==> config.mk <==
export PLATFORM = sky130hd
export DESIGN_NAME = ccpc_top
export DESIGN_NICKNAME = d
export VERILOG_FILES = /design/src/ccpc_sync2.v /design/src/ccpc_top.v
export VERILOG_INCLUDE_DIRS = /design/src
export SDC_FILE = /design/constraint.sdc
export NUM_CORES = 1
export LEC_CHECK = 0
export BUFFER_PORTS_ARGS = -buffer_cell sky130_fd_sc_hd__buf_4
export CAP_MARGIN = 5
export CORE_MARGIN = 8
export CORE_UTILIZATION = 52
export DETAILED_ROUTE_END_ITERATION = 8
export GPL_TIMING_DRIVEN = 0
export PLACE_DENSITY = 0.82
export SETUP_SLACK_MARGIN = 0.5
export SYNTH_ARGS = -nofsm -noshare
export SYNTH_HDL_FRONTEND = slang
export SYNTH_SLANG_ARGS = --single-unit
==> constraint.sdc <==
create_clock -name clk -period 2.3 [get_ports clk]
set_clock_uncertainty 0.1 [all_clocks]
set_input_delay 0.115 -clock clk [delete_from_list [all_inputs] [get_ports clk]]
set_output_delay 0.115 -clock clk [all_outputs]
set_load 0.01 [all_outputs]
==> src/ccpc_regs.vh <==
`ifndef CCPC_REGS_VH
`define CCPC_REGS_VH
`define CCPC_ADDR_W 8
`define CCPC_ADDR_CLKMUL 8'h1e
`define CCPC_ADDR_CPUOPT 8'h1f
`define CCPC_BIT_DIV1 7
`define CCPC_BIT_LPHI 6
`define CCPC_BIT_BUSEN 5
`define CCPC_BIT_LDCLK 4
`define CCPC_BIT_LPLO 3
`define CCPC_BIT_LDSER 2
`define CCPC_BIT_LDCTL 1
`define CCPC_BIT_LDBUS 0
`define CCPC_BIT_DOUBLER 7
`define CCPC_CPUOPT_RST 8'h00
`define CCPC_CLKMUL_RST 1'b0
`define CCPC_CLKMUL_RSVD 7'h7f
`define CCPC_QUICK_CYC 64
`define CCPC_STAB_CYC 256
`define CCPC_CNT_W 9
`define CCPC_CNT_LAST 9'h001
`define CCPC_RDATA_NONE 8'h00
`endif

==> src/ccpc_sync2.v <==
module ccpc_sync2 #(
  parameter W = 1
) (
  input wire clk, // Clock.
  input wire rst_b, // Synchronous reset, active low.
  input wire [W-1:0] d, // Asynchronous inputs.
  output reg [W-1:0] q // Synchronised outputs.
);
  reg [W-1:0] meta_q;
  always @(posedge clk) begin
    if (!rst_b) begin
      // Ones are the idle level of the active-low pins served, so reset shows no request.
      meta_q <= {W{1'b1}};
      q <= {W{1'b1}};
    end else begin
      meta_q <= d;
      q <= meta_q;
    end
  end
endmodule

==> src/ccpc_top.v <==
// Behaviour
// - Option bit 7 selects divide-by-one, else two.
// - Reset clears divide select, starting divide-by-two.
// - Select hi 0, lo 1 enables idle.
// - Idle keeps oscillator, stops internal and output clocks.
// - Idle entry after second sleep opcode with stop.
// - Select hi 1, lo 0 enables standby, oscillator off.
// - Standby entry after second sleep opcode with stop.
// - Both selects give standby, 64-cycle clock restart.
// - Standby bus request granted after stabilisation timer.
// - Clock-output low-drive bit weakens clock pad.
// - Serial low-drive bit weakens serial pin group.
// - Control low-drive bit weakens bus control strobes.
// - Bus low-drive bit weakens address/data drivers.
// - Doubler bit doubles internal clock relative external.
// - Doubler disabled after power-up.
// - Doubler register reserved bits read as one.
`include "ccpc_regs.vh"
module ccpc_top #(
  parameter STAB_CYC = `CCPC_STAB_CYC,
  parameter QUICK_CYC = `CCPC_QUICK_CYC
) (
  input wire clk, // Oscillator-rate clock.
  input wire rst_b, // Synchronous reset, active low.
  input wire [`CCPC_ADDR_W-1:0] io_addr, // Internal I/O address.
  input wire io_wr, // Register write strobe, one cycle.
  input wire io_rd, // Register read strobe, one cycle.
  input wire [7:0] io_wdata, // Write data.
  output reg [7:0] io_rdata_q, // Read data, valid the cycle after io_rd.
  input wire sleep_fetch2, // Second sleep opcode fetched, one-cycle pulse.
  input wire io_stop, // Peripheral-stop bit from the core.
  input wire external_bus_request_n, // Bus request pin, active low.
  input wire irq_pending, // Enabled interrupt pending, from core logic.
  output reg osc_run_q, // Oscillator enable.
  output reg core_clk_en_q, // Clock enable for internal logic.
  output reg clock_output_pin_en_q, // Clock output pin enable.
  output reg clk_div1_q, // Internal clock is external divided by one.
  output reg clock_doubler_q, // Internal clock doubled.
  output reg bus_grant_q, // Bus request honoured.
  output reg [1:0] lp_mode_q, // Armed selects: 0 none, 1 idle, 2 standby, 3 quick standby.
  output reg clock_out_low_drive_q, // Clock pad at reduced strength.
  output reg serial_pins_low_drive_q, // Serial group at reduced strength.
  output reg control_pins_low_drive_q, // Control group at reduced strength.
  output reg bus_pins_low_drive_q // Address/data at reduced strength.
);
  localparam S_RUN = 4'b0001;
  localparam S_IDLE = 4'b0010;
  localparam S_STBY = 4'b0100;
  localparam S_WAKE = 4'b1000;

  reg [7:0] cpu_options_register_q;
  reg clock_doubler_ctl_q;
  reg [3:0] st_q;
  reg [3:0] st_d;
  reg [`CCPC_CNT_W-1:0] cnt_q;
  reg [`CCPC_CNT_W-1:0] cnt_d;
  reg osc_run_d;
  reg core_clk_en_d;
  reg [7:0] rdata_d;
  wire external_bus_request_s_n;
  // Counts are cut to the counter width; the defaults fit in it.
  wire [`CCPC_CNT_W-1:0] stab_len = STAB_CYC[`CCPC_CNT_W-1:0];
  wire [`CCPC_CNT_W-1:0] quick_len = QUICK_CYC[`CCPC_CNT_W-1:0];

  // The request pin is not timed to this clock, so it passes two flops first.
  ccpc_sync2 #(.W(1)) u_sync (
    .clk(clk),
    .rst_b(rst_b),
    .d(external_bus_request_n),
    .q(external_bus_request_s_n)
  );

  wire external_bus_request = ~external_bus_request_s_n;
  wire sel_hi = cpu_options_register_q[`CCPC_BIT_LPHI];
  wire sel_lo = cpu_options_register_q[`CCPC_BIT_LPLO];
  wire idle_en = ~sel_hi & sel_lo;
  wire stby_en = sel_hi;
  wire sleep_go = sleep_fetch2 & io_stop;
  // Bus request wakes standby only when the grant enable bit is set.
  wire stby_external_bus_request = external_bus_request & cpu_options_register_q[`CCPC_BIT_BUSEN];
  wire wake_ev = external_bus_request | irq_pending;
  wire sleep_idle = sleep_go & idle_en;
  wire sleep_stby = sleep_go & stby_en;
  wire stby_wake = irq_pending | stby_external_bus_request;
  wire [`CCPC_CNT_W-1:0] wake_len = sel_lo ? quick_len : stab_len;
  // The count is loaded on leaving standby; its last value marks a settled clock.
  wire wake_done = (st_q == S_WAKE) && (cnt_q <= `CCPC_CNT_LAST);
  // In run a request is honoured at once; out of standby only once the count is spent.
  wire bus_grant_d = external_bus_request & ((st_q == S_RUN) | (wake_done & stby_external_bus_request));

  // Only two addresses are decoded; any other reads as zero and takes no write.
  wire hit_opt = (io_addr == `CCPC_ADDR_CPUOPT);
  wire hit_mul = (io_addr == `CCPC_ADDR_CLKMUL);
  wire wr_opt = io_wr & hit_opt;
  wire wr_mul = io_wr & hit_mul;

  always @(posedge clk) begin
    if (!rst_b) begin
      cpu_options_register_q <= `CCPC_CPUOPT_RST;
      clock_doubler_ctl_q <= `CCPC_CLKMUL_RST;
    end else begin
      if (wr_opt) begin
        cpu_options_register_q <= io_wdata;
      end
      if (wr_mul) begin
        clock_doubler_ctl_q <= io_wdata[`CCPC_BIT_DOUBLER];
      end
    end
  end

  always @* begin
    rdata_d = `CCPC_RDATA_NONE;
    if (hit_opt) begin
      rdata_d = cpu_options_register_q;
    end else if (hit_mul) begin
      rdata_d = {clock_doubler_ctl_q, `CCPC_CLKMUL_RSVD};
    end
  end

  always @(posedge clk) begin
    if (!rst_b) begin
      io_rdata_q <= `CCPC_RDATA_NONE;
    end else if (io_rd) begin
      io_rdata_q <= rdata_d;
    end
  end

  // Standby leaves through the settle count; idle skips it, its oscillator never stopped.
  always @* begin
    st_d = st_q;
    cnt_d = cnt_q;
    case (st_q)
      S_RUN: begin
        if (sleep_idle) begin
          st_d = S_IDLE;
        end else if (sleep_stby) begin
          st_d = S_STBY;
        end
        // With both selects clear, sleep leaves the clocks alone.
      end
      S_IDLE: begin
        if (wake_ev) begin
          st_d = S_RUN;
        end
      end
      S_STBY: begin
        if (stby_wake) begin
          st_d = S_WAKE;
          cnt_d = wake_len;
        end
      end
      S_WAKE: begin
        if (wake_done) begin
          st_d = S_RUN;
        end else begin
          cnt_d = cnt_q - 1'b1;
        end
      end
      default: begin
        st_d = S_RUN;
      end
    endcase
  end

  // Enables follow the next state, so they switch on the same edge as the state.
  always @* begin
    osc_run_d = 1'b1;
    core_clk_en_d = 1'b0;
    case (st_d)
      S_RUN: begin
        core_clk_en_d = 1'b1;
      end
      S_STBY: begin
        osc_run_d = 1'b0;
      end
      default: begin
        core_clk_en_d = 1'b0;
      end
    endcase
  end

  always @(posedge clk) begin
    if (!rst_b) begin
      st_q <= S_RUN;
      cnt_q <= {`CCPC_CNT_W{1'b0}};
      osc_run_q <= 1'b1;
      core_clk_en_q <= 1'b1;
      clock_output_pin_en_q <= 1'b1;
      bus_grant_q <= 1'b0;
    end else begin
      st_q <= st_d;
      cnt_q <= cnt_d;
      osc_run_q <= osc_run_d;
      core_clk_en_q <= core_clk_en_d;
      clock_output_pin_en_q <= core_clk_en_d;
      bus_grant_q <= bus_grant_d;
    end
  end

  // Option copies are registered so that every select leaves a flip-flop.
  always @(posedge clk) begin
    if (!rst_b) begin
      clk_div1_q <= 1'b0;
      clock_doubler_q <= 1'b0;
      lp_mode_q <= 2'h0;
      clock_out_low_drive_q <= 1'b0;
      serial_pins_low_drive_q <= 1'b0;
      control_pins_low_drive_q <= 1'b0;
      bus_pins_low_drive_q <= 1'b0;
    end else begin
      clk_div1_q <= cpu_options_register_q[`CCPC_BIT_DIV1];
      clock_doubler_q <= clock_doubler_ctl_q;
      // The mode field shows the armed selects even while the core is running.
      lp_mode_q <= {sel_hi, sel_lo};
      clock_out_low_drive_q <= cpu_options_register_q[`CCPC_BIT_LDCLK];
      serial_pins_low_drive_q <= cpu_options_register_q[`CCPC_BIT_LDSER];
      control_pins_low_drive_q <= cpu_options_register_q[`CCPC_BIT_LDCTL];
      bus_pins_low_drive_q <= cpu_options_register_q[`CCPC_BIT_LDBUS];
    end
  end
endmodule

## Word level (Yosys, flattened, before mapping)

Cells that the tools add are included.

| operators by class | value |
|---|---|
| add/sub/neg operators | 1 |
| magnitude comparators | 1 |
| equality and inequality tests | 10 |
| multiplexer cells | 14 |
| bitwise operators | 14 |
| reductions and logical operators | 3 |

Operators by type and width:

| operator | count |
|---|---|
| two-way mux 9 bit | 3 |
| two-way mux 4 bit | 5 |
| case mux 9 bit (2 select lines) | 1 |
| equality test 8 x 5 -> 1 bit, second input constant | 2 |
| two-way mux 8 bit | 2 |
| case mux 4 bit (4 select lines) | 1 |
| AND 1 bit | 9 |
| <= comparator 9 x 1 -> 1 bit, second input constant | 1 |
| subtractor 9 x 1 -> 9 bit, second input constant | 1 |
| equality test 4 x 1 -> 1 bit, second input constant | 2 |
| equality test 4 x 3 -> 1 bit, second input constant | 2 |
| equality test 4 x 2 -> 1 bit, second input constant | 1 |
| equality test 4 bit, second input constant | 1 |
| inequality test 2 bit, second input constant | 2 |
| bitwise OR 1 bit | 3 |
| AND reduction 3 bit | 1 |
| two-way mux 1 bit | 2 |
| NOT 1 bit | 2 |
| nonzero test 2 bit | 1 |
| logical AND 1 bit | 1 |

| storage, ports and cells | value |
|---|---|
| register bits | 43 |
| output and inout bits | 20 |
| word-level logic and storage cells | 60 |

## Longest topological paths before layout

Gate-level depths: netlist (run 1).

| depth | value |
|---|---|
| depth after elaboration | 7 |
| mapped depth | 7 |
| gate-level depth less buffers | 6 |

## Cells and area by module

From an unflattened synthesis (run 1), not the netlist that was laid out.

| second synthesis, totals | value |
|---|---|
| cells, all modules | 196 |
| area, all modules | 1911.8 um^2 |

Modules (own cells, without submodules):

| module | times used | cells each | area each (um^2) |
|---|---|---|---|
| ccpc_top | 1 | 192 | 1859.3 |
| ccpc_sync2 | 1 | 4 | 52.6 |

## Worst setup path before layout (run 1)

Ideal clock, no wire load.

| path | value |
|---|---|
| kind | reg-to-reg |
| from | register st_q[2] |
| to | register cnt_q[8] |
| library setup time | 123 ps |
| arrival time | 1809 ps |
| required time | 2077 ps |
| slack | 269 ps |
| stages on the path, launching flop included | 7 |
| path buffers | 2 |
| path through | dfxtp_1 -> buf_6 -> or4b_4 -> buf_6 -> or4_2 -> nand4_1 -> o21ai_0 |

| on the way | value |
|---|---|
| word-level cells in the longest chain between the ends | 4 |

RTL lines:

| element | line | RTL |
|---|---|---|
| from (decl) | ccpc_top.v:53 | `reg [3:0] st_q;` |
| from (signal assigned) | ccpc_top.v:191 | `st_q <= st_d;` |
| equality test 4 bit | ccpc_top.v:87, ccpc_top.v:132 |  |
| logical AND 1 bit | ccpc_top.v:87 | `` wire wake_done = (st_q == S_WAKE) && (cnt_q <= `CCPC_CNT_LAST); `` |
| inequality test 2 bit (no source line) | - |  |
| AND reduction 3 bit (no source line) | - |  |
| to (signal assigned) | ccpc_top.v:185 | `` cnt_q <= {`CCPC_CNT_W{1'b0}}; `` |
| to (signal assigned) | ccpc_top.v:192 | `cnt_q <= cnt_d;` |
| to (decl) | ccpc_top.v:55 | `` reg [`CCPC_CNT_W-1:0] cnt_q; `` |

Parallel ways exist; a longest one is shown, timed or not.
A chain may end at the register's enable or synchronous reset.

## Final worst setup path (run 1)

| path | value |
|---|---|
| from | register st_q[2] |
| to | register cnt_q[5] |

Same word-level chain as after synthesis.

==> key figures, run 1 <==
Run status
  – Status: finished, final reports clean

Yosys
  – Top cells by count, synth: 43 x dfxtp_1, 19 x nand2b_1, 17 x nor2_1, 16 x a21oi_1, 10 x nand3_1
  – Mapped cell area: 0.00188 mm²
  – Mapped Cells: 205
  – Yosys top cell area share: 45.7%
  – Count leader, synth: dfxtp_1
  – Synth cell types: 43
  – Leading area contributor after synthesis: dfxtp_1
  – Yosys warns: 0
  – Post-Syn Nets: ~230
  – Sequential-to-total area share from yosys stat: roughly 46%
  – Synth top area cells: dfxtp_1 46%, nand2b_1 6.3%, mux2i_1 4.8%
  – Syn_area_per_cell: just over 9 µm²
  – Post-synthesis register bit count: 43
  – Async SR Flop Fraction: 0%
  – EDFF count, synth: 0
  – Top FF cell, synth: dfxtp_1

Floorplanning
  – Die area: 0.00580 mm²
  – Rows: 22
  – Chip width: 76.2 µm
  – Die height: 76.2 µm
  – Core Area: 0.00358 mm²
  – Initial Util: between 50% and 60%
  – Io pins: between 40 and 50

Global routing
  – Gr busiest metal: met2
  – Largest net degree at the start of global routing: 13
  – Met1 usage: 17.6%
  – All-layer global routing usage: 16.3%
  – Gr ovfl total: 0
  – Vias in the first global route: 1741
  – Initial antenna violation count: 0
  – First-pass GRT wire length: approximately 7900 µm
  – Met2 Track Usage GR: 28.4%
  – GRT met3 Usage: ~5.1%

Timing
  – Fin. Hold Viols: 0
  – Setup WS post-layout: 253 ps
  – Part of the cycle the worst path needs: about nine tenths
  – Final Max Tran Viols: 0
  – Tmin final: 2050 ps
  – Final Setup Violations: 0
  – Slew @ Worst Pin: roughly 840 ps
  – Maximum clock rate: slightly below 500 MHz
  – Unrepaired setup endpoints after global routing: yes
  – Worst rel slew slack: 43.6%
  – Setup Total Neg Slack: 0 ps

Drt
  – DRT iter0 DRCs: around 140
  – Drt wl/cell: 14.7 µm
  – Via count: 1771
  – TritonRoute pass-1 iters: 5
  – Avg Vias per Cell: 5.33
  – Routed wire length: 4890 µm
  – Drt drc: 0
  – Post-DRT Antenna Nets: 0

Placement
  – PortBufs: 42
  – Hpwl dp: 3100 µm
  – Placed Area: 0.00227 mm²
  – RePlAce Congestion: 0.792
  – Inst Count DP: 295
  – DP Worst Slack: 211 ps

Cells and area
  – Sequential Area: 872 µm²
  – Multi-input gate area: 0.00103 mm²
  – Layout Nets: 309
  – Area grow syn2layout: 43.8%
  – Ant diodes: 0
  – Count of filler cells inserted in the layout: around 240
  – Layout Cells excl Fill: 332
  – Fraction of layout cells with a size suffix above 1: 35.6%
  – Cell area after layout: between 0.002 and 0.003 mm²

CTS
  – Clock root cell: clkbuf_4
  – Clock transition at path regs: around 120 ps
  – Clock sink count: between 40 and 50
  – Worst-Skew Late Latency: 360 ps
  – CTS tree: yes
  – Max Buffers Root-to-Sink: 2
  – H-tree level count: 2
  – Number of buffers created by CTS: 5

Critical path
  – CP top delay family: simple AND/OR/NAND/NOR gates
  – CP Capture Type: register
  – Crit-path most repeated cell: buf_6
  – Worst EP arrival: about 2300 ps
  – Max incr delay on CP: 470 ps
  – CP startpoint kind: register
  – CP max stage cell: or4b_4
  – Stages on the worst setup path: 7
  – Critical path type: register to register
  – Crit path max fanout: 6
  – Worst Path Buf+Inv: 3
  – Worst R2R Path Depth: 7
  – Data required, critical path: 2500 ps
  – CP cell instances: buf_6, or4b_4, buf_6, a41o_1, buf_6, or3_1, a21oi_1
  – Reg2Reg Setup Slack: between 200 and 300 ps

Power and ir drop
  – Internal Power: 0.000975 W
  – Comb pwr share: 7.0%
  – Clock power frac: between 30% and 40%
  – Psw: 0.000279 W
  – Sw frac: around 22%
  – Worst VDD drop: 0.323 mV
  – Pleak: 1.10 nW
  – Pwr dens: 463 mW/mm²
  – Sequential share of power: about 60%
  – Total power: 0.00125 W

Min path
  – Worst hold path class: primary input to register
  – Hold path depth: 5

Job
  – Max-cap violation count: 0
[through the flow]
| stage | util [%] | hold slack [ps] |
|---|---|---|
| after floorplan | - | 88.0 |
| after global placement | 63.4 | 196 |
| after detailed placement | 63.4 | 203 |
| after CTS | 72.2 | 75.4 |
| after global routing | 75.7 | 99.2 |
| final | 75.7 | 86.4 |
[worst paths after layout]
kind / endpoint / startpoint
max reg2reg: cnt_q[5] / st_q[2]
min: clock_doubler_ctl_q / io_wr
max: cnt_q[5] / st_q[2]
min reg2reg: u_sync.q / u_sync.meta_q
[power groups by stage]
stage / sequential, W / clock (W) / combinational (W)
5_1_grt: 0.000747 / 0.000457 / 0.0000948
2_1_floorplan: 0.000765 / 0 / 0.0000259
3_5_place_dp: 0.000765 / 0 / 0.0000671
3_3_place_gp: 0.000765 / 0 / 0.0000659
4_1_cts: 0.000748 / 0.000427 / 0.0000853
6_report: 0.000746 / 0.000420 / 0.0000874
[sequential cells by signal (all words and copies together) (netlist names)]
name and cells:
clock_output_pin_en_q 1, clock_out_low_drive_q 1, st_q 4, bus_grant_q 1
clock_doubler_ctl_q 1, cnt_q 9, osc_run_q 1, u_sync.q 1
clk_div1_q 1, control_pins_low_drive_q 1, clock_doubler_q 1, lp_mode_q 2
cpu_options_register_q 8, io_rdata_q 8, bus_pins_low_drive_q 1, serial_pins_low_drive_q 1
u_sync.meta_q 1
[layout by cell type, fill, tap and decap left out, types with 2 or more instances in the layout]
| cell | n |
|---|---|
| buf_6 | 8 |
| clkbuf_8 | 2 |
| ha_1 | 2 |
| or3b_2 | 2 |
| nor4_1 | 2 |
| o21ai_1 | 5 |
| or3_1 | 5 |
| nor3_2 | 2 |
| a21oi_1 | 13 |
| a21oi_2 | 3 |
| nand3_1 | 10 |
| clkbuf_4 | 5 |
| and2b_1 | 2 |
| or3_4 | 2 |
| clkbuf_1 | 5 |
| nand2b_1 | 19 |
| and2_1 | 8 |
| inv_1 | 6 |
| a22oi_1 | 2 |
| dfxtp_2 | 3 |
| dfxtp_4 | 2 |
| mux2i_1 | 9 |
| nand4_1 | 2 |
| nor4b_1 | 2 |
| or2_2 | 3 |
| nor2_1 | 17 |
| buf_4 | 55 |
| o21ai_0 | 4 |
| dlygate4sd3_1 | 13 |
| o211a_1 | 2 |
| nand2_1 | 4 |
| nor4_2 | 2 |
| dfxtp_1 | 38 |
| nor3_1 | 3 |
| nand3b_1 | 2 |
[logic make-up after synthesis]
logic type,Yosys count,synth area share [%]
compound gates,36,11.8
xor+xnor,2,0.930
fa+ha+maj,2,1.33
buf+inv,16,4.78
flops,43,45.7
mux,10,5.38
simple gates,96,30.1
[routing by layer]
metal	up-vias	part of all wire [%]
li1	870	-
met3	11	5.6
met1	835	42
met5	-	0
met2	55	50
met4	0	2.1
[worst reg2reg max path: stages (launching register included)]
cell	delay [ps]
dfxtp_2	340
buf_6	110
or4b_4	480
buf_6	140
a41o_1	240
buf_6	150
or3_1	310
a21oi_1	130
[repair_timing]
item,CTS,global route
pin swaps,3,3
hold buffers,13,0
cloned,0,0
endpoints found under the setup margin,10,15
endpoints found under the hold margin,20,0
resized for setup,15,18
buffers inserted,9,7
[final cells by class]
cell class,instances,share of cell area [%]
clock buffers,8,2.54
repair buffers,71,21.4
inverters,7,0.970
plain buffers,9,2.50
multi-input cells,146,38.1
well taps,48,2.22
flip-flops and latches,43,32.2
Power figures use the tool's default switching activity.
==> inputs of run 2 (changes only) <==
--- a/config.mk
+++ b/config.mk
@@ -6,8 +6,7 @@
 export SDC_FILE = /design/constraint.sdc
 export NUM_CORES = 1
 export LEC_CHECK = 0
-export BUFFER_PORTS_ARGS = -buffer_cell sky130_fd_sc_hd__buf_4
-export CAP_MARGIN = 5
+export BUFFER_PORTS_ARGS = -buffer_cell sky130_fd_sc_hd__buf_2
 export CORE_MARGIN = 8
 export CORE_UTILIZATION = 52
 export DETAILED_ROUTE_END_ITERATION = 8
==> key figures, run 2 (synthesized netlist as in run 1, its figures left out) <==
Critical path
  – CP top delay family: simple AND/OR/NAND/NOR gates
  – CP startpoint kind: register
  – CP startpoint: st_q[1]
  – Crit-path most repeated cell: buf_6
  – FF-to-FF Start: st_q[1]
  – Data required, critical path: 2470 ps (-30 ps)
  – Crit path max fanout: 8 (+2)
  – Worst Path Buf+Inv: 2 (-1)
  – CP Capture Type: register
  – Worst EP arrival: 2190 ps (-60 ps)
  – Max incr delay on CP: 540 ps (+70 ps)
  – Critical path type: register to register
  – CP max stage cell: or4b_4
  – CP cell instances: or4b_4, buf_6, a41o_1, buf_6, and2_2, o32ai_2

Cells and area
  – Fraction of layout cells with a size suffix above 1: 32.6% (-3.0 points)
  – Sequential Area: 871 µm² (-0.14%)
  – Count of filler cells inserted in the layout: 270 (+13%)
  – Commonest non-fill, non-tap cell in the layout: buf_2
  – Biggest register: cnt_q
  – Ant diodes: 0 (unchanged)
  – Number of flip-flops in the largest register: 9 (unchanged)
  – Top flop regs: cnt_q: 9 flops, cpu_options_register_q: 8 flops, io_rdata_q: 8 flops
  – Area grow syn2layout: 33.3%
  – Fin util: 70.1% (-5.5 points)
  – Layout Nets: 301 (-2.6%)
  – Cell area after layout: 0.00251 mm² (-7.3%)
  – Multi-input gate area: 995 µm² (-3.6%)
  – Most frequent cells in the layout: 42 x buf_2, 39 x dfxtp_1, 19 x nand2b_1

CTS
  – Number of buffers created by CTS: 5 (unchanged)
  – Clock transition at path regs: 120 ps (about the same)
  – Max Buffers Root-to-Sink: 2 (unchanged)
  – Clock root cell: clkbuf_4
  – Clock sink count: 43 (unchanged)
  – Worst-Skew Late Latency: 350 ps (about the same)
  – CTS tree: yes
  – H-tree level count: 2 (unchanged)

Global routing
  – Initial antenna violation count: 0 (unchanged)
  – Gr ovfl total: 0 (unchanged)
  – First-pass GRT wire length: 7090 µm (-11%)
  – Largest net degree at the start of global routing: 14 (+1)
  – Vias in the first global route: 1550 (-11%)
  – All-layer global routing usage: 14.6% (-1.8 points)

Power and ir drop
  – Sequential share of power: 56.7% (-2.8 points)
  – Internal Power: 0.00104 W (+6.7%)
  – Clock power frac: 37.6% (+4.1 points)
  – Sw frac: 20.9% (-1.3 points)
  – Pwr dens: 524 mW/mm² (+13%)
  – Total power: 0.00132 W (+5.0%)
  – Pleak: 1.03 nW (-5.9%)
  – Psw: 0.000276 W (-1.3%)
  – Worst VDD drop: 0.341 mV (+5.6%)
  – Comb pwr share: 5.7% (-1.3 points)

Timing
  – Fin. Hold Viols: 0 (unchanged)
  – Tmin final: 2010 ps (-32.8 ps)
  – Final Setup Violations: 0 (unchanged)
  – Setup Total Neg Slack: 0 ps (unchanged)
  – Unrepaired setup endpoints after global routing: yes
  – Final Max Tran Viols: 0 (unchanged)
  – Maximum clock rate: 497 MHz (+1.6%)
  – Worst rel slew slack: 44.7% (+1.1 points)
  – Part of the cycle the worst path needs: 87.6% (-1.4 points)
  – Slew @ Worst Pin: 825 ps (-16.9 ps)

Placement
  – Placed Area: 0.00216 mm² (-4.6%)
  – RePlAce Congestion: 0.832 (+5.0%)
  – PortBufs: 42 (unchanged)
  – Hpwl dp: 2910 µm (-6.1%)

Drt
  – Post-DRT Antenna Nets: 0 (unchanged)
  – Via count: 1684 (-4.9%)
  – DRT iter0 DRCs: 111 (-20%)
  – Drt wl/cell: 13.6 µm (-7.5%)
  – TritonRoute pass-1 iters: 4 (-1)
  – Avg Vias per Cell: 5.20 (-2.6%)
  – Drt drc: 0 (unchanged)
  – Routed wire length: 4420 µm (-9.7%)

Run status
  – Status: finished, final reports clean

Job
  – Max-cap violation count: 0 (unchanged)

Floorplanning
  – Rows: 22 (unchanged)
  – Die height: 76.2 µm (unchanged)
  – Die area: 0.00580 mm² (unchanged)
  – Initial Util: 52.6% (unchanged)
  – Chip width: 76.2 µm (unchanged)
  – Core Area: 0.00358 mm² (unchanged)
  – Io pins: 44 (unchanged)

Min path
  – Hold Startpoint: io_wr
  – Worst hold path class: primary input to register
==> run 2: power groups by stage <==
stage	sequential, W	clock [W]	combinational, W
floorplan	0.000765	0	0.0000259
global placement	0.000765	0	0.0000552
detailed placement	0.000765	0	0.0000557
CTS	0.000748	0.000504	0.0000728
global route	0.000747	0.000543	0.0000816
finish	0.000747	0.000495	0.0000744
==> run 2: what timing repair did <==
| item | in CTS | in global routing |
|---|---|---|
| buffers inserted | 7 | 1 |
| hold buffers | 13 | 0 |
| endpoints found under the hold margin | 19 | 0 |
| setup endpoints to repair | 10 | 15 |
| resized for setup | 9 | 10 |
| pin swaps | 4 | 2 |
==> run 2: per-layer routing <==
| layer | share of wire [%] | up-vias | wire [µm] | GRT usage, % |
|---|---|---|---|---|
| li1 | - | 860 | - | - |
| met1 | 42 | 767 | 1870 | 16.4 |
| met2 | 49 | 47 | 2170 | 24.8 |
| met3 | 5.8 | 10 | 258 | 5.07 |
| met4 | 2.6 | 0 | 116 | 5.19 |
| met5 | 0 | - | 0 | 0 |
==> run 2: layout make-up <==
class | count | share of cell area [%]
clock inverters | 2 | 1.40
plain buffers | 9 | 2.69
multi-input cells | 146 | 39.6
well taps | 48 | 2.39
inverters | 7 | 1.05
repair buffers | 63 | 16.1
clock buffers | 6 | 2.04
flip-flops and latches | 43 | 34.7
==> run 2: final timing paths <==
check | slack, ps | cells after the start | to
max | 290 | 6 | cnt_q[6]
min | 140 | 5 | clock_doubler_ctl_q
max reg2reg | 290 | 6 | cnt_q[6]
min reg2reg | 370 | 2 | io_rdata_q[0]
==> run 2: tightest hold or removal path: stages <==
cell and delay, ps:
buf_2 100, inv_1 50, nor4_1 50, mux2i_1 120
nor2_1 110
==> run 2: metrics by stage <==
| step | cells | hold WS (ps) | worst slack [ps] |
|---|---|---|---|
| after floorplan | 205 | 88.0 | 305 |
| after global placement | 295 | 193 | 232 |
| after detailed placement | 295 | 205 | 224 |
| after CTS | 323 | 108 | 275 |
| after global routing | 324 | 119 | 258 |
| final | 324 | 135 | 286 |
